## config.mk

```make
export PLATFORM = sky130hd
export DESIGN_NAME = status_event_reporting
export DESIGN_NICKNAME = d
export VERILOG_FILES = /design/src/status_mask_reg.v /design/src/status_event_reporting.v
export VERILOG_INCLUDE_DIRS = /design/src
export SDC_FILE = /design/constraint.sdc
export NUM_CORES = 1
export LEC_CHECK = 0
export ABC_CLOCK_PERIOD_IN_PS = 1400
export BUFFER_PORTS_ARGS = -buffer_cell sky130_fd_sc_hd__buf_2
export CAP_MARGIN = 20
export CORE_MARGIN = 2
export CORE_UTILIZATION = 50
export CTS_BUF_LIST = sky130_fd_sc_hd__clkbuf_2 sky130_fd_sc_hd__clkbuf_4 sky130_fd_sc_hd__clkbuf_8
export DETAILED_ROUTE_END_ITERATION = 6
export PLACE_DENSITY_LB_ADDON = 0.12
export SYNTH_ARGS = -nofsm -noshare
export SYNTH_HDL_FRONTEND = slang
export SYNTH_SLANG_ARGS = --single-unit
```

## constraint.sdc

```tcl
create_clock -name core_clk_in -period 1.4 [get_ports core_clk_in]
set_input_delay 0.14 -clock core_clk_in [delete_from_list [all_inputs] [get_ports core_clk_in]]
set_output_delay 0.14 -clock core_clk_in [all_outputs]
set_load 0.01 [all_outputs]
```

## src/status_event_defines.vh

```
// constants for the status and event reporting block
`ifndef STATUS_EVENT_DEFINES_VH
`define STATUS_EVENT_DEFINES_VH

// event latch register bit positions
`define EVT_OPC_BIT 0
`define EVT_QYE_BIT 2
`define EVT_DDE_BIT 3
`define EVT_EXE_BIT 4
`define EVT_CME_BIT 5
`define EVT_PON_BIT 7
// bits of the event latch register that exist
`define EVT_USED_MASK 8'hBD

// summary status byte bit positions
`define STB_MAV_BIT 4
`define STB_ESB_BIT 5
`define STB_MSS_BIT 6
// summary bits that feed master summary (1 to 5 and 7)
`define STB_SUM_MASK 8'hBE
// service mask bits that can be stored (bit 6 never)
`define SRM_WRITE_MASK 8'hBF

// reset values
`define EVT_RESET 8'h80
`define MASK_RESET 8'h00

// register select codes for reads
`define SEL_STB 2'h0
`define SEL_SRM 2'h1
`define SEL_EVT 2'h2
`define SEL_EEM 2'h3

// largest legal mask write value
`define MASK_MAX 16'h00FF

`endif

```

## src/status_mask_reg.v

```verilog
// mask register with range check, shared by both enable masks
`include "status_event_defines.vh"

module status_mask_reg #(
    parameter [7:0] KEEP_MASK = 8'hFF
) (
    // clock and reset
    input wire core_clk_in,
    input wire reset_n_in,
    // write port
    input wire wr_in,
    input wire [15:0] value_in,
    // state
    output wire [7:0] mask_out,
    output wire range_err_out
);

    reg [7:0] mask_ff;
    reg range_err_ff;
    wire in_range;

    assign in_range = (value_in <= `MASK_MAX);
    assign mask_out = mask_ff;
    assign range_err_out = range_err_ff;

    // store legal values, flag others as execution errors
    always @(posedge core_clk_in) begin
        if (!reset_n_in) begin
            mask_ff <= `MASK_RESET;
            range_err_ff <= 1'b0;
        end else begin
            range_err_ff <= wr_in & ~in_range;
            if (wr_in && in_range) begin
                mask_ff <= value_in[7:0] & KEEP_MASK;
            end
        end
    end

endmodule

```

## src/status_event_reporting.v

```verilog
// status byte, event latch register and enable masks for the remote link
//
// Summary of operation
// event bits latch at 1 until the event register is read or cleared
// event enable mask gates each event bit into the summary
// event summary (status bit 5) sets on enabled event rising 0 to 1
// event summary clears on event register query or clear status
// events: 0 complete, 2 query, 3 device, 4 execution, 5 command, 7 power
// operation complete sets when earlier commands finished and link ready
// query error on empty read, unread response, or both buffers full
// device error on bad calibration input or input buffer overflow
// execution error when command parsed but cannot be carried out
// command error when command is not understood
// power-on event set after power cycle, here at reset
// message available sets on response queued, clears on terminator sent
// status bit 6 is OR of enabled status bits 1 to 5 and 7
// request service sets on front panel or master summary, poll clears
// status byte query leaves byte unchanged, bit 6 is master summary
// reads return the register's 8-bit binary value
// status byte is eight bits, bits 0 to 3 and 7 read 0
// event register query returns contents then clears all bits
// mask writes over 255 raise execution error, service bit 6 ignored
// clear status clears events; message available only if first message
// events are one-cycle pulses; set beats simultaneous clear
//
// timing at the ports
// - every request input is taken on a rising edge with reset released
// - event pulses land in the event latch on the edge that takes them
// - event summary follows on that same edge, status output one edge later
// - a mask write over range raises the execution bit one edge after the edge that takes it
// - read and poll answers appear one edge after the request
// - read and poll data hold until the next read or poll
// - valid outputs stand for exactly one cycle
// - status byte output is a continuous level, one edge behind the flags
// - request service output is one edge behind the internal flag
//
// ordering hazards
// - event register query answers the old contents and clears on one edge
// - an event pulse in the clearing cycle survives the clear
// - summary rise is judged against the value left after any clear
// - a queued response beats a terminator or a clear in one cycle
// - request service set beats a simultaneous serial poll
// - while master summary stays high a poll cannot clear request service
//
// limitations
// - power-on event comes from reset, there is no separate power monitor
// - upper write bits only feed the range check, never the stored mask
// - clear status leaves message available unless it opens the line
// - read select codes are local to this block
`include "status_event_defines.vh"

module status_event_reporting (
    // clock and reset
    input wire core_clk_in,
    input wire reset_n_in,
    // event pulses from parser and output logic
    input wire ops_done_in,
    input wire read_empty_in,
    input wire unread_response_in,
    input wire buffers_full_in,
    input wire cal_input_err_in,
    input wire input_overflow_in,
    input wire exec_fail_in,
    input wire syntax_err_in,
    // output buffer events
    input wire response_queued_in,
    input wire terminator_sent_in,
    // commands
    input wire clear_status_command_in,
    input wire first_message_in,
    input wire event_mask_write_command_in,
    input wire service_mask_write_command_in,
    input wire [15:0] write_value_in,
    input wire read_in,
    input wire [1:0] read_sel_in,
    input wire serial_poll_in,
    input wire front_panel_request_in,
    // read answer
    output reg [7:0] read_data_out,
    output reg read_valid_out,
    output reg [7:0] poll_data_out,
    output reg poll_valid_out,
    // status
    output reg request_service_flag_out,
    output reg [7:0] summary_status_byte_out
);

    reg [7:0] event_latch_register_ff;
    reg event_summary_flag_ff;
    reg message_available_flag_ff;
    reg request_service_flag_ff;
    wire [7:0] nxt_events;
    wire [7:0] evt_rise;
    reg [7:0] set_vec;
    reg nxt_summary;
    reg [7:0] status_byte;
    wire [7:0] event_enable_mask;
    wire [7:0] service_request_mask;
    wire eem_range_err;
    wire srm_range_err;
    wire evt_clear;
    wire master_summary_flag;
    wire [7:0] read_mux;

    // positions of the event latch that exist
    localparam [7:0] USED_BITS = `EVT_USED_MASK;

    // event enable mask
    status_mask_reg #(
        .KEEP_MASK(8'hFF)
    ) u_event_mask (
        .core_clk_in(core_clk_in),
        .reset_n_in(reset_n_in),
        .wr_in(event_mask_write_command_in),
        .value_in(write_value_in),
        .mask_out(event_enable_mask),
        .range_err_out(eem_range_err)
    );

    // service request mask, bit 6 dropped
    status_mask_reg #(
        .KEEP_MASK(`SRM_WRITE_MASK)
    ) u_service_mask (
        .core_clk_in(core_clk_in),
        .reset_n_in(reset_n_in),
        .wr_in(service_mask_write_command_in),
        .value_in(write_value_in),
        .mask_out(service_request_mask),
        .range_err_out(srm_range_err)
    );

    // event register query or clear status empties the latch
    assign evt_clear = clear_status_command_in |
        (read_in && sel_hit(read_sel_in, `SEL_EVT));

    // true when a read select code names the given register
    function sel_hit;
        input [1:0] sel;
        input [1:0] code;
        begin
            sel_hit = (sel == code);
        end
    endfunction

    // one-cycle event pulses onto their bit positions
    always @* begin
        set_vec = 8'h00;
        set_vec[`EVT_OPC_BIT] = ops_done_in;
        set_vec[`EVT_QYE_BIT] = read_empty_in | unread_response_in | buffers_full_in;
        set_vec[`EVT_DDE_BIT] = cal_input_err_in | input_overflow_in;
        set_vec[`EVT_EXE_BIT] = exec_fail_in | eem_range_err | srm_range_err;
        set_vec[`EVT_CME_BIT] = syntax_err_in;
    end

    // per event bit: value kept past any clear, then the new set
    genvar bi;
    generate
        for (bi = 0; bi < 8; bi = bi + 1) begin : g_event_bit
            wire kept;
            // old value, dropped by a query or clear status
            assign kept = event_latch_register_ff[bi] & ~evt_clear;
            // a set in the clearing cycle survives, unused bits stay 0
            assign nxt_events[bi] = USED_BITS[bi] & (kept | set_vec[bi]);
            // enabled rise from 0, judged after the clear
            assign evt_rise[bi] = set_vec[bi] & ~kept & event_enable_mask[bi];
        end
    endgenerate

    // summary sets on enabled 0 to 1 edges, clears with the latch
    always @* begin
        if (|evt_rise) begin
            nxt_summary = 1'b1;
        end else if (evt_clear) begin
            nxt_summary = 1'b0;
        end else begin
            nxt_summary = event_summary_flag_ff;
        end
    end

    // status byte with master summary in bit 6
    assign master_summary_flag = |(status_byte_base(message_available_flag_ff,
        event_summary_flag_ff) & service_request_mask & `STB_SUM_MASK);

    always @* begin
        status_byte = status_byte_base(message_available_flag_ff, event_summary_flag_ff);
        status_byte[`STB_MSS_BIT] = master_summary_flag;
    end

    // build the defined bits of the status byte, others zero
    function [7:0] status_byte_base;
        input message_available_flag;
        input event_summary_flag;
        begin
            status_byte_base = 8'h00;
            status_byte_base[`STB_MAV_BIT] = message_available_flag;
            status_byte_base[`STB_ESB_BIT] = event_summary_flag;
        end
    endfunction

    // read selection, returned as plain binary
    assign read_mux = sel_hit(read_sel_in, `SEL_STB) ? status_byte :
        sel_hit(read_sel_in, `SEL_SRM) ? service_request_mask :
        sel_hit(read_sel_in, `SEL_EVT) ? event_latch_register_ff :
        event_enable_mask;

    // event latch and summary; power-on bit raised by reset
    always @(posedge core_clk_in) begin
        if (!reset_n_in) begin
            event_latch_register_ff <= `EVT_RESET;
            event_summary_flag_ff <= 1'b0;
        end else begin
            event_latch_register_ff <= nxt_events;
            event_summary_flag_ff <= nxt_summary;
        end
    end

    // message available; queued response wins over terminator or clear
    always @(posedge core_clk_in) begin
        if (!reset_n_in) begin
            message_available_flag_ff <= 1'b0;
        end else if (response_queued_in) begin
            message_available_flag_ff <= 1'b1;
        end else if (terminator_sent_in || (clear_status_command_in && first_message_in)) begin
            message_available_flag_ff <= 1'b0;
        end
    end

    // request service; set wins over a simultaneous poll
    always @(posedge core_clk_in) begin
        if (!reset_n_in) begin
            request_service_flag_ff <= 1'b0;
        end else if (front_panel_request_in || master_summary_flag) begin
            request_service_flag_ff <= 1'b1;
        end else if (serial_poll_in) begin
            request_service_flag_ff <= 1'b0;
        end
    end

    // register read answer
    always @(posedge core_clk_in) begin
        if (!reset_n_in) begin
            read_data_out <= 8'h00;
            read_valid_out <= 1'b0;
        end else begin
            read_valid_out <= read_in;
            if (read_in) begin
                read_data_out <= read_mux;
            end
        end
    end

    // serial poll answer, bit 6 carries request service
    always @(posedge core_clk_in) begin
        if (!reset_n_in) begin
            poll_data_out <= 8'h00;
            poll_valid_out <= 1'b0;
        end else begin
            poll_valid_out <= serial_poll_in;
            if (serial_poll_in) begin
                poll_data_out <= {status_byte[7], request_service_flag_ff,
                    status_byte[5:0]};
            end
        end
    end

    // continuous status outputs
    always @(posedge core_clk_in) begin
        if (!reset_n_in) begin
            request_service_flag_out <= 1'b0;
            summary_status_byte_out <= 8'h00;
        end else begin
            request_service_flag_out <= request_service_flag_ff;
            summary_status_byte_out <= status_byte;
        end
    end

endmodule

```

# After elaboration in Yosys (flattened, before gate mapping)
# Cells that the tools add are included.
# totals
reg_bits	50
input_bits	37
output_inout_bits	27
elab_cells	77
# classes
n_lt_le_gt_ge	1
n_eq_ne	2
mux	9
bitwise	37
n_reduce_logical	12
# op_table
cell	count
8-bit two-way mux	3
1-bit bitwise AND	18
16-bit by 8-bit <= comparator with 1-bit output (second input constant)	1
1-bit OR	11
6-bit by 8-bit bitwise AND with 8-bit output	1
1-bit NOT	7
1-bit two-way mux	6
2-bit nonzero test	3
6-bit OR reduction	1
5-bit OR reduction	1
1-bit logical AND	4
2-bit by 1-bit equality test with 1-bit output (second input constant)	1
2-bit equality test (second input constant)	1
2-bit logical NOT	1
1-bit logical OR	2

# Longest topological paths before layout
# logic_depth
depth_word	10
depth_mapped	5
ltp_nobuf	4

# Modules after synthesis
# Synthesis repeated with hierarchy kept, for this count alone.
# hier_totals
hier_cells	201
hier_area_um2	1905.6
# modules_own_cells
module	instances	cells_per_inst	area_each_um2	seq_area_each_um2
status_event_reporting	1	122	1174.9	520.5
status_mask_reg at u_event_mask	1	41	381.6	180.2
status_mask_reg at u_service_mask	1	38	349.1	160.2

# Least setup slack after synthesis
# OpenSTA, ideal clock, no wires.
# synth_timing
path_kind	input port to flip-flop
start	input port write_value_in[10]
end	register u_event_mask.mask_ff[0], in the netlist u_event_mask.mask_out[0]
setup_ns	0.128
arrival_time_ns	1.051
required_time_ns	1.272
setup_slack_ns	0.222
stages	4
n_path_buf	0
cell_sequence	nor4_2 > nand3_2 > mux2i_1 > nor2_1
# synth_between
elab_chain_cells	2
# synth_lines
element	line	rtl
start: declaration	status_event_reporting.v:73	input wire [15:0] write_value_in,
16-bit by 8-bit <= comparator with 1-bit output (no source line)	--	
1-bit logical AND	status_mask_reg.v:33	if (wr_in && in_range) begin
end signal: assignment	status_mask_reg.v:29	mask_ff <= `MASK_RESET;
end signal: assignment	status_mask_reg.v:34	mask_ff <= value_in[7:0] & KEEP_MASK;
end: declaration	status_mask_reg.v:18	reg [7:0] mask_ff;
# No other way between the ends.
# A chain may end at the register's enable or synchronous reset.

# Final worst setup path
# layout_timing
start	register event_summary_flag_ff
end	register read_data_out[5]
# layout_between
elab_chain_cells	1
# layout_lines
element	line	rtl
start: declaration	status_event_reporting.v:89	reg event_summary_flag_ff;
start signal: assignment	status_event_reporting.v:213	event_summary_flag_ff <= nxt_summary;
8-bit two-way mux	status_event_reporting.v:201	assign read_mux = sel_hit(read_sel_in, `SEL_STB) ? status_byte :
end signal: assignment	status_event_reporting.v:247	read_data_out <= read_mux;
end: declaration	status_event_reporting.v:79	output reg [7:0] read_data_out,
# No other way between the ends.

==> summary.md <==
| Metric | Value |
|---|---|
| Met3 Resource Use GR | `approximately 5.4%` |
| WP data required | `1.65 ns` |
| First-pass GRT wire length | `around 6.5 mm` |
| Simple-gate share of the synthesized area | `approximately 15%` |
| Final worst setup slack | `0.260 ns` |
| Clock root buffer | `clkbuf_4` |
| CP Capture Type | `register` |
| Compound-gate portion of the synthesized area | `roughly an eighth` |
| Leak | `between 1 and 1.5 nW` |
| Met2 Use GR | `between 30% and 40%` |
| Overall power | `2.26 mW` |
| Initial antenna violation count | `0` |
| Layout net count | `270` |
| Grt peak-use layer | `met2` |
| Antenna diodes | `0` |
| Top cell type's share of synthesized area | `between 40% and 50%` |
| Reg2reg path depth | `3` |
| Crit path DAT | `1.39 ns` |
| Hpwl dp | `approximately 2.9 mm` |
| DRT iter0 DRCs | `just under 60` |
| Skew final | `0.00854 ns` |
| FF-to-FF setup slack | `around 0.26 ns` |
| PortBufs | `53` |
| Layout cells sized above 1 | `32.6%` |
| Max_slew headroom | `approximately 65%` |
| RSZ-0062 raised after global routing | `false` |
| Largest family of logic cells by synthesized area | `multiplexers` |
| Maximum VDD drop | `around 0.00071 V` |
| Via/cell ratio | `between 5 and 6` |
| Part of the power in registers | `about 57%` |
| Max-slew violation count | `0` |
| Num CTS Buffers | `5` |
| Hold buffer count at CTS | `0` |
| Dpl ws | `-0.0153 ns` |
| Post-Route WL | `~3.8 mm` |
| Critical-path top delay cell | `mux4_2` |
| Net Sw Frac | `approximately 23%` |
| Total gr overflow | `0` |
| Core ar. | `0.00336 mm²` |
| Chip height | `around 63 µm` |
| Terminus of the critical flop-to-flop path | `read_data_out[5]$_SDFFE_PN0P_` |
| Area contributors post-synth | `dfxtp_1 (49%), mux2i_1 (11%), nor2_1 (6.4%), buf_4 (4.3%), mux2_2 (3.2%)` |
| Netlist area before placement | `0.00175 mm²` |
| Hold Vio Cnt, Final | `0` |
| Layout area overhead | `21.5%` |
| Achievable Freq | `877 MHz` |
| #FFs+latches synth | `43` |
| Fillcell total | `310` |
| Largest net degree at the start of global routing | `36` |
| IO Pins | `between 60 and 70` |
| Post-synthesis mux area share | `17.2%` |
| Worst-Skew Late Latency | `between 0.3 and 0.4 ns` |
| Post-Synthesis Cells | `around 180` |
| Final worst path period need | `around 1.1 ns` |
| Routability cong. | `between 0.8 and 0.9` |
| Placed Instance Area | `0.00205 mm²` |
| H-tree levels | `2` |
| Clk network pwr share | `about a third` |
| Max cap viols | `0` |
| CTS tree | `done` |
| Crit path from | `event_summary_flag_ff$_SDFFE_PN0P_` |
| Final core occ | `63.3%` |
| Total clock sinks | `43` |
| Kind of start point of the critical path | `register` |
| Worst reg2reg startpoint | `event_summary_flag_ff$_SDFFE_PN0P_` |
| Hold WC Path Type | `in2reg` |
| Post-route DRC | `0` |
| Syn avg cell area | `~10 µm²` |
| Post-CTS resize count | `0` |
| Measured slew at the worst slew-check pin | `0.524 ns` |
| Yosys cell types | `33` |
| Met1 Usage GRT | `approximately 24%` |
| Critical setup path kind | `reg2reg` |
| Final setup fails | `0` |
| Via count | `1,436` |
| Post-Synth XOR/XNOR Area | `0%` |
| Clk buf depth | `2` |
| CP Capture Point | `read_data_out[5]$_SDFFE_PN0P_` |
| Comb power frac | `10.0%` |
| Vias in the first global route | `1,422` |
| Die W | `~63 µm` |
| Yosys Warn Count | `0` |
| Final ANT Viol Nets | `0` |
| # Post-CTS Setup Buffers | `0` |
| Yosys top cell by area | `dfxtp_1` |
| Crit path largest cell delay | `0.48 ns` |
| Starting Density | `a little over half` |
| Sequential-to-total area share from yosys stat | `between 40% and 50%` |
| Post-synthesis adder-cell area fraction | `0%` |
| DRT Pass-1 Iters | `4` |
| Tot GR Track Use | `20.8%` |
| Std-Cell Rows | `21` |
| Clock transition at the registers of the reported paths | `~0.12 ns` |
| Final period util | `roughly four fifths` |
| Average wire per cell in the routed design | `~14 µm` |
| Cell Pwr Density | `1060 mW/mm²` |
| Internal cell power | `between 1.5 and 2 mW` |
| NetSw | `0.509 mW` |
| Worst-path cell chain | `mux4_2, mux2i_1, nor2_1` |
| Setup TNS | `0 ns` |
| Status | `completed` |
| Die area | `approximately 0.0040 mm²` |
| Final instance area | `between 0.002 and 0.0025 mm²` |
| Crit Path Max Fanout | `5` |
==> per-layer routing <==
metal  vias up  part of all wire, %
met5         -                    0
met4         0                  1.1
met3         5                  5.3
met2        37                   51
met1       679                   43
li1        715                    -
==> critical path: cells and delay by family, from the launching register on <==
kind | cells | cell delay, ns
multiplexers | 2 | 0.63
flip-flops | 1 | 0.38
AND/OR/NAND/NOR | 1 | 0.05
==> power by group through the flow <==
| stage | clock, mW | sequential (mW) | combinational (mW) |
|---|---|---|---|
| finish | 0.753 | 1.28 | 0.227 |
| global route | 0.839 | 1.29 | 0.249 |
| CTS | 0.773 | 1.28 | 0.227 |
| detailed placement | 0 | 1.31 | 0.226 |
| global placement | 0 | 1.31 | 0.220 |
| floorplan | 0 | 1.31 | 0.126 |
==> layout by cell type, fill, tap and decap left out, drive strengths merged <==
cell type / Yosys / final
buf: 13 / 58
dfxtp: 43 / 43
nor2: 30 / 30
mux2i: 20 / 20
conb: 1 / 10
a21oi: 9 / 9
a211oi: 6 / 6
clkbuf: 4 / 6
a22oi: 5 / 5
mux2: 5 / 5
nand3: 5 / 5
nand2: 4 / 4
inv: 4 / 4
and2: 3 / 3
nor4: 2 / 2
and3: 2 / 2
nor3: 2 / 2
a31oi: 2 / 2
o21ai: 2 / 2
a21o: 2 / 2
mux4: 2 / 2
clkinv: 1 / 1
and2b: 1 / 1
nand3b: 1 / 1
nor2b: 1 / 1
a32oi: 1 / 1
o31ai: 1 / 1
a41oi: 1 / 1
o21a: 1 / 1
a2111oi: 1 / 1
nand2b: 1 / 1
bufinv: 0 / 1
==> how the worst min path moves through the flow <==
stage,cells after the start,to,start,slack [ns]
finish,2,message_available_flag_ff$_SDFFE_PN0P_,response_queued_in,0.01
global route,2,message_available_flag_ff$_SDFFE_PN0P_,response_queued_in,0.001
CTS,2,message_available_flag_ff$_SDFFE_PN0P_,response_queued_in,0.006
detailed placement,2,message_available_flag_ff$_SDFFE_PN0P_,response_queued_in,0.36
global placement,2,message_available_flag_ff$_SDFFE_PN0P_,response_queued_in,0.35
floorplan,1,event_latch_register_ff[7]$_SDFF_PN1_,reset_n_in,0.20
==> cell usage after synthesis <==
master     number
and3_1          2
inv_1           4
nand3_2         2
nor2b_1         1
nand3b_1        1
a31oi_1         2
a21o_1          2
nor4_2          2
buf_4          10
a2111oi_0       1
o31ai_1         1
mux2_2          5
mux2i_1        20
nand2b_1        1
nand2_1         4
a211oi_1        6
mux4_2          2
nor3_1          2
a32oi_1         1
dfxtp_1        43
a21oi_1         9
a41oi_1         1
buf_2           3
clkinv_1        1
and2_1          3
nor2_1         30
conb_1          1
a22oi_1         5
clkbuf_1        4
o21ai_0         2
and2b_1         1
o21a_1          1
nand3_1         3
==> cell type report <==
class                   instances  area [µm²]  area share (%)
well taps                      46        57.6            2.70
repair buffers                 58         315            14.8
flip-flops and latches         43         861            40.4
multi-input cells             120         802            37.7
clock buffers                   6        45.0            2.12
clock inverters                 1        30.0            1.41
inverters                       5        18.8           0.881
==> logic make-up after synthesis <==
kind of cell,count (synthesis)
AO/OA/AOI/OAI,31
multiplexers,27
other,1
flip-flops,43
buffers and inverters,22
AND/OR/NAND/NOR,52
==> through the flow <==
stage | hold slack (ns) | instances
2_1_floorplan | 0.202 | 185
3_3_place_gp | 0.352 | 272
3_5_place_dp | 0.361 | 272
4_1_cts | 0.00647 | 279
5_1_grt | 0.00114 | 279
6_report | 0.00956 | 279
==> flip-flops by register name, indices dropped and copies added, names as in the netlist, 3 cells and up <==
| register | flops |
|---|---|
| read_data_out | 8 |
| u_event_mask.mask_out | 8 |
| u_service_mask.mask_out | 7 |
| event_latch_register_ff | 6 |
| poll_data_out | 3 |
| summary_status_byte_out | 3 |
(Power assumes the default switching activity.)
